`src/lmrs_pkg.sv`:
```
// Purpose: Shared constants and types of the run/stop and I/O scan controller.
// Assumes: One clock, synchronous active-high reset.
// Notes: Connector codes form one 6-bit namespace used by the stored program.
package lmrs_pkg;
    // ------------------------------------------------------------------
    // Sizes of the connector namespace
    // ------------------------------------------------------------------
    localparam int LMRS_NUM_DIN = 24;
    localparam int LMRS_NUM_AIN = 8;
    localparam int LMRS_NUM_Q = 16;
    localparam int LMRS_NUM_M = 8;
    localparam int LMRS_NUM_COIL = LMRS_NUM_Q + LMRS_NUM_M;
    localparam int LMRS_NUM_BASE_Q = 4;
    localparam int LMRS_SRC_PER_BLK = 3;
    localparam int LMRS_CODE_W = 6;
    localparam int LMRS_AIN_W = 10;
    localparam int LMRS_PROG_W = LMRS_NUM_COIL * LMRS_SRC_PER_BLK * LMRS_CODE_W;
    // ------------------------------------------------------------------
    // Connector codes
    // ------------------------------------------------------------------
    localparam logic [5:0] LMRS_CON_LO = 6'h00;
    localparam logic [5:0] LMRS_CON_HI = 6'h01;
    localparam logic [5:0] LMRS_CON_X = 6'h02;
    localparam logic [5:0] LMRS_CON_I_BASE = 6'h08;
    localparam logic [5:0] LMRS_CON_AI_BASE = 6'h20;
    localparam logic [5:0] LMRS_CON_COIL_BASE = 6'h28;
    // Raw analog reading at or above which an analog connector reads as 1.
    localparam logic [9:0] LMRS_AI_ON_LVL = 10'h200;
    // ------------------------------------------------------------------
    // Reset values
    // ------------------------------------------------------------------
    localparam logic [23:0] LMRS_COIL_RST = 24'h000000;
    localparam logic [23:0] LMRS_DIN_RST = 24'h000000;
    localparam logic [15:0] LMRS_Q_RST = 16'h0000;
    // ------------------------------------------------------------------
    // Operating states
    // ------------------------------------------------------------------
    typedef enum logic [3:0] {
        LMRS_ST_INIT = 4'h0,
        LMRS_ST_ERASE = 4'h1,
        LMRS_ST_COPY = 4'h2,
        LMRS_ST_DECIDE = 4'h3,
        LMRS_ST_NOPROG = 4'h4,
        LMRS_ST_STOP = 4'h5,
        LMRS_ST_SAMPLE = 4'h6,
        LMRS_ST_EVAL = 4'h7,
        LMRS_ST_OUTPUT = 4'h8
    } lmrs_state_t;
endpackage : lmrs_pkg

```
`src/lmrs_top.sv`:
```
// Purpose: Power-up decision, STOP/RUN control and cyclic I/O scan of a logic module.
// Assumes: Program storage, memory module and menu logic sit on ref_clk; pins do not.
// Notes: One scan is three states: sample, evaluate, drive outputs.
`timescale 1ns/1ps
module lmrs_top (
    // Clock and reset
    input wire logic ref_clk,
    input wire logic srst,
    // Power-up conditions
    input wire logic has_display,
    input wire logic int_prog_valid,
    input wire logic card_prog_valid,
    input wire logic last_state_run,
    input wire logic edit_interrupted,
    input wire logic retentive_en,
    input wire logic [23:0] retained_coils,
    // Storage handshakes
    output logic copy_req,
    input wire logic copy_done,
    output logic erase_req,
    input wire logic erase_done,
    input wire logic prog_saved,
    // Operator
    input wire logic esc_key,
    input wire logic start_cmd,
    input wire logic stop_cmd,
    // Program image
    input wire logic [lmrs_pkg::LMRS_PROG_W-1:0] prog_src,
    input wire logic [lmrs_pkg::LMRS_NUM_COIL-1:0] prog_and,
    // Field inputs, base first then expansion modules in module order
    input wire logic [lmrs_pkg::LMRS_NUM_DIN-1:0] din_pin,
    input wire logic [lmrs_pkg::LMRS_NUM_AIN*lmrs_pkg::LMRS_AIN_W-1:0] ain_val,
    // Outputs and status
    output logic [lmrs_pkg::LMRS_NUM_BASE_Q-1:0] base_q,
    output logic [lmrs_pkg::LMRS_NUM_Q-1:0] exp_q,
    output logic [23:0] retain_coils,
    output logic run_state,
    output logic no_prog_msg,
    output logic lamp_red,
    output logic lamp_green
);
    import lmrs_pkg::*;

    lmrs_state_t state_ff;
    lmrs_state_t nxt_state;
    logic disp_ff;
    logic prog_ff;
    logic [2:0] esc_sync_ff;
    logic esc_stable_ff;
    logic esc_press;
    logic [23:0] din_s1_ff;
    logic [23:0] din_s2_ff;
    logic [23:0] din_s3_ff;
    logic [23:0] din_stable_ff;
    logic [23:0] in_img_ff;
    logic [7:0] ai_img_ff;
    logic [23:0] coil_ff;
    logic [23:0] nxt_coil;
    logic [15:0] q_ff;
    logic in_run;

    // ------------------------------------------------------------------
    // Pin synchronisers
    // ------------------------------------------------------------------
    // input level filter
    // A level is taken only when the second and third stages agree.
    always_ff @(posedge ref_clk) begin
        if (srst) begin
            din_s1_ff <= LMRS_DIN_RST;
            din_s2_ff <= LMRS_DIN_RST;
            din_s3_ff <= LMRS_DIN_RST;
            din_stable_ff <= LMRS_DIN_RST;
        end else begin
            din_s1_ff <= din_pin;
            din_s2_ff <= din_s1_ff;
            din_s3_ff <= din_s2_ff;
            for (int i = 0; i < LMRS_NUM_DIN; i++) begin
                if (din_s2_ff[i] == din_s3_ff[i]) begin
                    din_stable_ff[i] <= din_s3_ff[i];
                end
            end
        end
    end

    always_ff @(posedge ref_clk) begin
        if (srst) begin
            esc_sync_ff <= 3'h0;
            esc_stable_ff <= 1'b0;
        end else begin
            esc_sync_ff <= {esc_sync_ff[1:0], esc_key};
            if (esc_sync_ff[1] == esc_sync_ff[2]) begin
                esc_stable_ff <= esc_sync_ff[2];
            end
        end
    end

    assign esc_press = esc_sync_ff[1] && esc_sync_ff[2] && !esc_stable_ff;

    // ------------------------------------------------------------------
    // Connector evaluation
    // ------------------------------------------------------------------
    function automatic logic conn_val(input logic [5:0] code, input logic [23:0] din,
                                      input logic [7:0] ai, input logic [23:0] coil,
                                      input logic and_op);
        logic v;
        v = 1'b0;
        if (code == LMRS_CON_LO) begin
            v = 1'b0;
        end else if (code == LMRS_CON_HI) begin
            v = 1'b1;
        end else if (code == LMRS_CON_X) begin
            v = and_op;
        end else if (code >= LMRS_CON_I_BASE && code < LMRS_CON_AI_BASE) begin
            v = din[5'(code - LMRS_CON_I_BASE)];
        end else if (code >= LMRS_CON_AI_BASE && code < LMRS_CON_COIL_BASE) begin
            v = ai[3'(code - LMRS_CON_AI_BASE)];
        end else if (code >= LMRS_CON_COIL_BASE) begin
            v = coil[5'(code - LMRS_CON_COIL_BASE)];
        end
        return v;
    endfunction : conn_val

    // output computation
    // Feedback through outputs and memory bits uses last scan's values.
    always_comb begin
        logic acc;
        logic [5:0] code;
        acc = 1'b0;
        code = LMRS_CON_LO;
        for (int k = 0; k < LMRS_NUM_COIL; k++) begin
            acc = prog_and[k];
            for (int j = 0; j < LMRS_SRC_PER_BLK; j++) begin
                code = prog_src[(k*LMRS_SRC_PER_BLK+j)*LMRS_CODE_W +: LMRS_CODE_W];
                if (prog_and[k]) begin
                    acc = acc & conn_val(code, in_img_ff, ai_img_ff, coil_ff, 1'b1);
                end else begin
                    acc = acc | conn_val(code, in_img_ff, ai_img_ff, coil_ff, 1'b0);
                end
            end
            nxt_coil[k] = acc;
        end
    end

    // ------------------------------------------------------------------
    // Operating state machine
    // ------------------------------------------------------------------
    always_comb begin
        nxt_state = state_ff;
        case (state_ff)
            LMRS_ST_INIT: begin
                if (edit_interrupted) begin
                    nxt_state = LMRS_ST_ERASE;
                end else if (card_prog_valid) begin
                    nxt_state = LMRS_ST_COPY;
                end else begin
                    nxt_state = LMRS_ST_DECIDE;
                end
            end
            LMRS_ST_ERASE: begin
                if (erase_done) begin
                    nxt_state = LMRS_ST_DECIDE;
                end
            end
            LMRS_ST_COPY: begin
                if (copy_done) begin
                    nxt_state = LMRS_ST_DECIDE;
                end
            end
            LMRS_ST_DECIDE: begin
                if (!prog_ff) begin
                    nxt_state = disp_ff ? LMRS_ST_NOPROG : LMRS_ST_STOP;
                end else if (!disp_ff || last_state_run) begin
                    nxt_state = LMRS_ST_SAMPLE;
                end else begin
                    nxt_state = LMRS_ST_STOP;
                end
            end
            LMRS_ST_NOPROG: begin
                if (esc_press) begin
                    nxt_state = LMRS_ST_STOP;
                end
            end
            LMRS_ST_STOP: begin
                if (start_cmd && prog_ff) begin
                    nxt_state = LMRS_ST_SAMPLE;
                end
            end
            LMRS_ST_SAMPLE: nxt_state = stop_cmd ? LMRS_ST_STOP : LMRS_ST_EVAL;
            LMRS_ST_EVAL: nxt_state = LMRS_ST_OUTPUT;
            LMRS_ST_OUTPUT: nxt_state = stop_cmd ? LMRS_ST_STOP : LMRS_ST_SAMPLE;
            default: nxt_state = LMRS_ST_INIT;
        endcase
    end

    always_ff @(posedge ref_clk) begin
        if (srst) begin
            state_ff <= LMRS_ST_INIT;
        end else begin
            state_ff <= nxt_state;
        end
    end

    assign in_run = (state_ff == LMRS_ST_SAMPLE) || (state_ff == LMRS_ST_EVAL) ||
                    (state_ff == LMRS_ST_OUTPUT);

    // Display and program presence are caught in the first cycle after reset; program presence is set again by copy_done in COPY or prog_saved in STOP.
    always_ff @(posedge ref_clk) begin
        if (srst) begin
            disp_ff <= 1'b1;
            prog_ff <= 1'b0;
        end else begin
            if (state_ff == LMRS_ST_INIT) begin
                disp_ff <= has_display;
                prog_ff <= int_prog_valid && !edit_interrupted;
            end else if (state_ff == LMRS_ST_COPY && copy_done) begin
                prog_ff <= 1'b1;
            end else if (state_ff == LMRS_ST_STOP && prog_saved) begin
                prog_ff <= 1'b1;
            end
        end
    end

    always_ff @(posedge ref_clk) begin
        if (srst) begin
            copy_req <= 1'b0;
            erase_req <= 1'b0;
        end else begin
            copy_req <= (nxt_state == LMRS_ST_COPY);
            erase_req <= (nxt_state == LMRS_ST_ERASE);
        end
    end

    // ------------------------------------------------------------------
    // Scan datapath
    // ------------------------------------------------------------------
    // inputs read only in sample phase
    always_ff @(posedge ref_clk) begin
        if (srst) begin
            in_img_ff <= LMRS_DIN_RST;
            ai_img_ff <= 8'h00;
        end else if (state_ff == LMRS_ST_SAMPLE) begin
            in_img_ff <= din_stable_ff;
            for (int a = 0; a < LMRS_NUM_AIN; a++) begin
                ai_img_ff[a] <= ain_val[a*LMRS_AIN_W +: LMRS_AIN_W] >= LMRS_AI_ON_LVL;
            end
        end
    end

    always_ff @(posedge ref_clk) begin
        if (srst) begin
            coil_ff <= LMRS_COIL_RST;
        end else if (state_ff == LMRS_ST_DECIDE) begin
            coil_ff <= retentive_en ? retained_coils : LMRS_COIL_RST;
        end else if (state_ff == LMRS_ST_EVAL) begin
            coil_ff <= nxt_coil;
        end
    end

    // retained image
    // Copy of the last complete scan is what nonvolatile storage keeps.
    always_ff @(posedge ref_clk) begin
        if (srst) begin
            retain_coils <= LMRS_COIL_RST;
        end else if (state_ff == LMRS_ST_OUTPUT) begin
            retain_coils <= coil_ff;
        end
    end

    // output drive
    // Outputs drop on the edge that enters STOP, so no STOP cycle drives a load.
    always_ff @(posedge ref_clk) begin
        if (srst) begin
            q_ff <= LMRS_Q_RST;
        end else if (!in_run || nxt_state == LMRS_ST_STOP) begin
            q_ff <= LMRS_Q_RST;
        end else if (state_ff == LMRS_ST_OUTPUT) begin
            q_ff <= coil_ff[LMRS_NUM_Q-1:0];
        end
    end

    assign base_q = q_ff[LMRS_NUM_BASE_Q-1:0];
    assign exp_q = {q_ff[LMRS_NUM_Q-1:LMRS_NUM_BASE_Q], {LMRS_NUM_BASE_Q{1'b0}}};

    always_ff @(posedge ref_clk) begin
        if (srst) begin
            run_state <= 1'b0;
            no_prog_msg <= 1'b0;
            lamp_red <= 1'b0;
            lamp_green <= 1'b0;
        end else begin
            if (state_ff == LMRS_ST_STOP || state_ff == LMRS_ST_NOPROG) begin
                run_state <= 1'b0;
            end else if (in_run) begin
                run_state <= 1'b1;
            end
            no_prog_msg <= (nxt_state == LMRS_ST_NOPROG) && disp_ff;
            lamp_red <= !disp_ff && (state_ff == LMRS_ST_STOP);
            lamp_green <= !disp_ff && in_run;
        end
    end
endmodule : lmrs_top

```
`config.mk`:
```
export PLATFORM = sky130hd
export DESIGN_NAME = lmrs_top
export DESIGN_NICKNAME = d
export VERILOG_FILES = /design/src/lmrs_pkg.sv /design/src/lmrs_top.sv
export SDC_FILE = /design/constraint.sdc
export NUM_CORES = 2
export LEC_CHECK = 0
export BUFFER_PORTS_ARGS = -buffer_cell sky130_fd_sc_hd__buf_2
export CORE_ASPECT_RATIO = 1.2
export CORE_MARGIN = 5
export CORE_UTILIZATION = 35
export CTS_CLUSTER_SIZE = 40
export DETAILED_ROUTE_END_ITERATION = 10
export GPL_TIMING_DRIVEN = 0
export PLACE_DENSITY = 0.51
export REMOVE_ABC_BUFFERS = 1
export SLEW_MARGIN = 25
export SYNTH_ARGS = -nofsm -noshare
export SYNTH_HDL_FRONTEND = slang
export SYNTH_SLANG_ARGS = --single-unit
```
`constraint.sdc`:
```
create_clock -name ref_clk -period 4.7 [get_ports ref_clk]
set_input_delay 0.235 -clock ref_clk [delete_from_list [all_inputs] [get_ports ref_clk]]
set_output_delay 0.235 -clock ref_clk [all_outputs]
set_load 0.01 [all_outputs]
```
# ---- After elaboration in Yosys (flattened, before gate mapping)
# Index checks and enable logic that the tools add are counted.
dict set report totals {
  ff_bits 208
}
dict set report classes {
  n_addsub 216
  magnitude_cmp 584
  eq_ne 181
  muxes 1314
  bitwise 144
  reduce_logical 239
}
# cell n
set op_table {}
lappend op_table {{$mux 1} 1085}
lappend op_table {{$ge 6x6->1 const B} 144}
lappend op_table {{$lt 5x6->1 const B} 144}
lappend op_table {{$lt 6x6->1 const B} 144}
lappend op_table {{$bmux 1 s5} 144}
lappend op_table {{$sub 5x4->5 const B} 144}
lappend op_table {{$eq 6x1->1 const B} 72}
lappend op_table {{$eq 6x2->1 const B} 72}
lappend op_table {{$ge 6x4->1 const B} 72}
lappend op_table {{$logic_not 6->1} 72}
lappend op_table {{$lt 3x4->1 const B} 72}
lappend op_table {{$bmux 1 s3} 72}
lappend op_table {{$sub 3x1->3 const B} 72}
lappend op_table {{$logic_and 1x1->1} 153}
lappend op_table {{$ge 10x10->1 const B} 8}
lappend op_table {{$and 1x1->1} 72}
lappend op_table {{$mux 24} 3}
lappend op_table {{$or 1x1->1} 72}
lappend op_table {{$pmux 4 s9} 1}
lappend op_table {{$eq 1x1->1} 25}
lappend op_table {{$eq 4x3->1 const B} 6}
lappend op_table {{$mux 4} 4}
lappend op_table {{$eq 4x2->1 const B} 3}
lappend op_table {{$mux 2} 5}
lappend op_table {{other kinds (8)} 17}

# ---- Depth between registers and ports, before layout
dict set report logic_depth {
  ltp_word 18
  mapped_depth 11
  ltp_nobuf 10
}

# ---- Worst setup path after synthesis
# No wires, ideal clock.
dict set report synth_path {
  path_kind {input to register}
  start {in prog_src[49] (netlist name)}
  end {reg coil_ff[2]}
  setup_ns 0.125
  arrival_time_ns 2.547
  required_ns 4.575
  setup_slack_ns 2.028
  cell_stages 8
  path_buffers 2
  path_cell_list {clkbuf_1 clkbuf_1 mux4_2 mux4_2 mux4_2 and3_1 a311oi_2 o21ai_1}
}
dict set report synth_between {
  elab_chain_cells 14
  word_cells_on_any_way 35
}
# item line_no
set synth_lines {}
lappend synth_lines {{start: declaration} lmrs_top.sv:28} ;# input wire logic [lmrs_pkg::LMRS_PROG_W-1:0] prog_src,
lappend synth_lines {{$sub 5x4->5} {lmrs_top.sv:114, lmrs_top.sv:118}}
lappend synth_lines {{$bmux 1 s5} lmrs_top.sv:118} ;# v = coil[5'(code - LMRS_CON_COIL_BASE)];
lappend synth_lines {{$mux 1 (implied by the code)} lmrs_top.sv:118}
lappend synth_lines {{$mux 1} lmrs_top.sv:117} ;# end else if (code >= LMRS_CON_COIL_BASE) begin
lappend synth_lines {{$mux 1} lmrs_top.sv:115} ;# end else if (code >= LMRS_CON_AI_BASE && code < LMRS_CON_COIL_BASE) begin
lappend synth_lines {{$mux 1} lmrs_top.sv:113} ;# end else if (code >= LMRS_CON_I_BASE && code < LMRS_CON_AI_BASE) begin
lappend synth_lines {{$mux 1} lmrs_top.sv:111} ;# end else if (code == LMRS_CON_X) begin
lappend synth_lines {{$mux 1} lmrs_top.sv:109} ;# end else if (code == LMRS_CON_HI) begin
lappend synth_lines {{$mux 1} lmrs_top.sv:107} ;# if (code == LMRS_CON_LO) begin
lappend synth_lines {{$mux 1} lmrs_top.sv:134} ;# if (prog_and[k]) begin
lappend synth_lines {{$or 1x1->1 / $and 1x1->1 (equally long branches)} {lmrs_top.sv:137, lmrs_top.sv:135}}
lappend synth_lines {{$mux 1 (*)} lmrs_top.sv:134}
lappend synth_lines {{$mux 24 (*)} lmrs_top.sv:254} ;# end else if (state_ff == LMRS_ST_EVAL) begin
lappend synth_lines {{$mux 24 (*)} lmrs_top.sv:252} ;# end else if (state_ff == LMRS_ST_DECIDE) begin
lappend synth_lines {{end signal: assignment} lmrs_top.sv:253} ;# coil_ff <= retentive_en ? retained_coils : LMRS_COIL_RST;
lappend synth_lines {{end signal: assignment} lmrs_top.sv:255} ;# coil_ff <= nxt_coil;
lappend synth_lines {{end: declaration} lmrs_top.sv:57} ;# logic [23:0] coil_ff;
# Mark *: on every way between the ends. The rest lies on a longest branch, timed or not. The select of a mux whose other input is x is not followed.
# A chain may end at the register's enable or synchronous reset.

# ---- Worst setup path in the final report
dict set report layout_path {
  start {reg state_ff[2]}
  end {reg q_ff[2]}
}
dict set report layout_between {
  elab_chain_cells 6
  word_cells_on_any_way 20
}
# item line_no
set layout_lines {}
lappend layout_lines {{start: declaration} lmrs_top.sv:44} ;# lmrs_state_t state_ff;
lappend layout_lines {{start signal: assignment} lmrs_top.sv:199} ;# state_ff <= nxt_state;
lappend layout_lines {{parallel branches: the longest is 6 deep, another holds $pmux 4 s9} --}
lappend layout_lines {{end signal: assignment} lmrs_top.sv:277} ;# q_ff <= coil_ff[LMRS_NUM_Q-1:0];
lappend layout_lines {{end: declaration} lmrs_top.sv:59} ;# logic [15:0] q_ff;
# Parallel ways; which one is timed is not known.

==> reports/summary.md <==
Area fraction in compound gates after synthesis: 11.2%. The critical path class was reg -> reg. The hold path endpoint is coil_ff[16]. The tools report the kind of start point of the critical path as a flop. The core area is 134,000 um2. Of all nets on the critical path, the largest fanout is 18.

The floorplan has 147 rows. The die is 413 um tall. Die span in x: 346 um.

Routability-driven placement finished with a final weighted congestion of 0.830. Async set-or-reset flop fraction in the synthesized netlist: 0%. The final antenna-violating net count is 0, and the worst-case headroom to the max-slew limit is 28.6%. The number of flops mapped to enable cells by yosys is 0, and the worst setup slack after layout is 0.121 ns. The placed wire-length estimate after detailed placement was 148,000 um; the area growth from synthesis to layout was 12.7%. After synthesis the cells add up to 47,300 um2. The setup-violating endpoint count in the final report was 0. The total negative setup slack came out at 0 ns. For this design the ratio of total power to cell area is 166 nW/um2.

The run gives 0 as the number of max-slew violations in the final report. Entering global routing, the biggest net connects 96 pins. Slack of the worst reg-to-reg path: 0.12 ns. For this block, the routed nets add up to 238,000 um of wire.

The tools report the buffer type at the clock tree root as sky130_fd_sc_hd__clkbuf_16. The tools report the pre-CTS setup slack as 0.362 ns. In this run the critical register-to-register path is captured at q_ff[2].

The tools report the deepest level of the CTS H-tree as 1. The arithmetic-cell share of the synthesized area counting full adders, half adders and majority gates was 1.96%; the relative contribution of sequential cells to total power was 23.7%. Once placement finished, the instance area stood at 51,700 um2.

For the worst setup path, the data required time is 5.16 ns. After detailed routing, the number of vias per cell comes to 7.30. Input and output buffers added on the ports amount to 571.

In the post-synthesis netlist, the biggest area contributors are sky130_fd_sc_hd__mux4_2 (49%), sky130_fd_sc_hd__dfxtp_1 (8.8%), sky130_fd_sc_hd__mux2i_1 (5.5%). The detailed router finished its first iteration with 6,321 violations. Wire length of the first global-routing pass: 333,000 um. The initial standard-cell utilization of the core came out at 35.3%.

At the worst endpoint, the arrival time is 5.04 ns. The share of synthesized cell area in and, or, nand and nor gates works out to 10.0%. The via count of the first global-routing pass is 45,231. The most used flip-flop cell after synthesis was sky130_fd_sc_hd__dfxtp_1. The classification of the worst-slack hold path was in -> reg. In the routed design, unresolved DRC markers number 0.

After synthesis the netlist holds a flip-flop and latch count of 208. The leakage power summed over all cells was 19.2 nW; the share of the core filled with cells was 39.8%. TritonCTS created 27 clock buffers. In this run, post-CTS repair resized a total of 0 instances.

The post-synthesis cell type with the largest combined area was sky130_fd_sc_hd__mux4_2. Combinational family with the most area after synthesis: multiplexers. In the final routed layout, each cell accounts on average for 37.3 um.

The share of the synthesized area in the top cell type is 49.2%. The logic depth of the worst register-to-register path was 8; the proportion of synthesized chip area in sequential cells was 8.80%. Counting distinct cell types in the post-synthesis netlist gives 94. By count the netlist is led by sky130_fd_sc_hd__mux4_2 (1,033), sky130_fd_sc_hd__clkbuf_1 (596), sky130_fd_sc_hd__nand2_1 (334), sky130_fd_sc_hd__mux2i_1 (260), sky130_fd_sc_hd__a21oi_1 (244). For this run, the number of Yosys warnings is 0.

The overall overflow remaining after global route is 0, and the count of endpoints failing hold in the final timing report is 0. For the source-to-sink clock delay at the later pin of the worst-skew pair, the log shows 0.65 ns. The tools report the fraction of power consumed by combinational cells as 51.6%.

The flow ran to the end, and the final reports show no timing, DRC or antenna violations. Across all layers, the routed design uses 46,518 vias. The analysis attributes to net switching a power of 3.85 mW.

Of the total synthesized cell area, the portion taken by XOR and XNOR cells is 0.204%. The die area came out at 143,000 um2. The most frequent cell after synthesis is sky130_fd_sc_hd__mux4_2. The tools report the number of clock sinks as 208. The multiplexer share of the synthesized area came out at 58.4%. For the post-cts hold buffer count, the log shows 56. The synthesized instance count was 4,528; the number of detailed-routing iterations run before antenna repair was 6. In this run switching power makes up 43.6% of total power. Counting instances, the worst hold path has a depth of 3. The startpoint identified for the worst hold timing path is prog_and[16]. The worst setup path is captured at a flop.

After routing the design area is 53,300 um2. Setup repair after global routing left no endpoint under its margin. No sink is reached through more buffers than the 3 on the longest clock path. For the top achievable clock speed, the log shows 218 MHz. Cells with a size suffix above 1 make up 44.0% of the layout. In this run the post-CTS setup repair buffer count came out at 0. The post-synthesis area per instance was 10.5 um2; the reported max-cap violation count was 0. The tools report the startpoint of the lowest-slack register-to-register path as state_ff[2]. The clock-pin slew of the registers on the worst-case setup and hold paths came out at 0.07 ns.

Global routing consumed, over all layers together, 31.6% of the routing resources. Internal power: 4.98 mW. The maximum resistive drop on vdd is 314 uV.

The top-level I/O count was 648; the post-route worst hold slack was 0.0388 ns. The final critical path takes up 97.4% of the cycle. The tools report the final setup skew as 0.0358 ns.

After layout, the minimum clock period comes to 4.58 ns. The tools report the share of total power in the clock network as 24.7%. For the number of antenna violations at the first check in global routing, the log shows 107. TritonCTS built the clock tree. At the pin with the least slew margin, the transition time is 1.07 ns. The final net count is 5,147.
[sequential cells by signal, summed over array words and instances, names as in the netlist]
signal         cells
copy_req           1
din_s3_ff         24
lamp_red           1
coil_ff           24
no_prog_msg        1
run_state          1
retain_coils      24
din_stable_ff     24
erase_req          1
ai_img_ff          8
esc_stable_ff      1
prog_ff            1
disp_ff            1
q_ff              16
din_s2_ff         24
lamp_green         1
esc_sync_ff        3
in_img_ff         24
state_ff           4
din_s1_ff         24
[layer usage]
layer,global-route usage (%),vias up,part of all wire [%]
li1,-,17968,-
met2,48.1,4007,44
met5,0.136,-,0.090
met1,39.9,23543,36
met3,10.5,970,14
met4,17.3,30,6.6
[worst max path at each step]
| stage | endpoint | startpoint | slack, ns | cells after the start |
|---|---|---|---|---|
| floorplan | coil_ff[1] | state_ff[1] | 0.48 | 7 |
| global placement | coil_ff[7] | state_ff[2] | -9.48 | 7 |
| detailed placement | q_ff[2] | state_ff[2] | 0.36 | 8 |
| CTS | q_ff[2] | state_ff[2] | 0.29 | 8 |
| global route | q_ff[2] | state_ff[2] | 0.05 | 8 |
| finish | q_ff[2] | state_ff[2] | 0.12 | 8 |
[layout by cell type (no fill, tap or decap), types with 20 or more instances in the layout]
cell type,n
sky130_fd_sc_hd__a211oi_1,58
sky130_fd_sc_hd__a21oi_1,244
sky130_fd_sc_hd__a22oi_1,24
sky130_fd_sc_hd__a31oi_1,37
sky130_fd_sc_hd__and3_1,20
sky130_fd_sc_hd__buf_12,69
sky130_fd_sc_hd__buf_16,44
sky130_fd_sc_hd__buf_2,574
sky130_fd_sc_hd__clkbuf_16,27
sky130_fd_sc_hd__dfxtp_1,151
sky130_fd_sc_hd__dfxtp_4,56
sky130_fd_sc_hd__diode_2,85
sky130_fd_sc_hd__dlygate4sd3_1,56
sky130_fd_sc_hd__ha_1,74
sky130_fd_sc_hd__inv_1,207
sky130_fd_sc_hd__mux2_2,117
sky130_fd_sc_hd__mux2i_1,260
sky130_fd_sc_hd__mux4_2,1033
sky130_fd_sc_hd__nand2_1,333
sky130_fd_sc_hd__nand2b_1,24
sky130_fd_sc_hd__nand3_1,54
sky130_fd_sc_hd__nand3b_1,23
sky130_fd_sc_hd__nor2_1,182
sky130_fd_sc_hd__nor2b_1,109
sky130_fd_sc_hd__nor3_1,84
sky130_fd_sc_hd__nor4_1,35
sky130_fd_sc_hd__o211ai_1,21
sky130_fd_sc_hd__o21ai_0,115
sky130_fd_sc_hd__o21ai_1,20
sky130_fd_sc_hd__or4_1,30
[critical path, stage by stage (launching register included)]
cell and delay, ns:
sky130_fd_sc_hd__dfxtp_2 0.86, sky130_fd_sc_hd__clkinv_1 1.09, sky130_fd_sc_hd__nor4_1 0.89, sky130_fd_sc_hd__a21oi_1 0.13
sky130_fd_sc_hd__o311ai_0 0.27, sky130_fd_sc_hd__nand2_1 0.21, sky130_fd_sc_hd__o211ai_1 0.23, sky130_fd_sc_hd__a21o_1 0.57
sky130_fd_sc_hd__a21oi_1 0.12
[final cells by class]
class	count	area (um2)
Fill cell	12964	80700
Multi-Input combinational cell	3277	38800
Clock inverter	18	163
Timing Repair Buffer	752	6120
Inverter	209	785
Sequential cell	208	4380
Clock buffer	32	704
Tap cell	1788	2240
Antenna cell	85	213
[stage by stage]
step	std cells	total power [mW]
finish	6369	8.83
global route	6325	9.12
CTS	6284	8.76
detailed placement	6178	6.50
global placement	6053	6.32
floorplan	3694	4.24
[cell families (layout without fill, tap and decap cells)]
group | after synthesis | in the layout
AND/OR/NAND/NOR | 968 | 968
adder cells (fa/ha/maj) | 74 | 74
multiplexers | 1429 | 1429
flip-flops | 208 | 208
buffers and inverters | 1046 | 1011
XOR/XNOR | 11 | 11
other | 1 | 89
AO/OA/AOI/OAI | 791 | 791
[power by group through the flow]
stage | sequential [mW] | combinational, mW | clock (mW)
5_1_grt | 2.09 | 4.72 | 2.31
6_report | 2.09 | 4.56 | 2.18
4_1_cts | 2.08 | 4.44 | 2.24
2_1_floorplan | 2.17 | 2.07 | 0
3_3_place_gp | 2.92 | 3.39 | 0
3_5_place_dp | 2.12 | 4.39 | 0
Power figures use the tool's default switching activity.
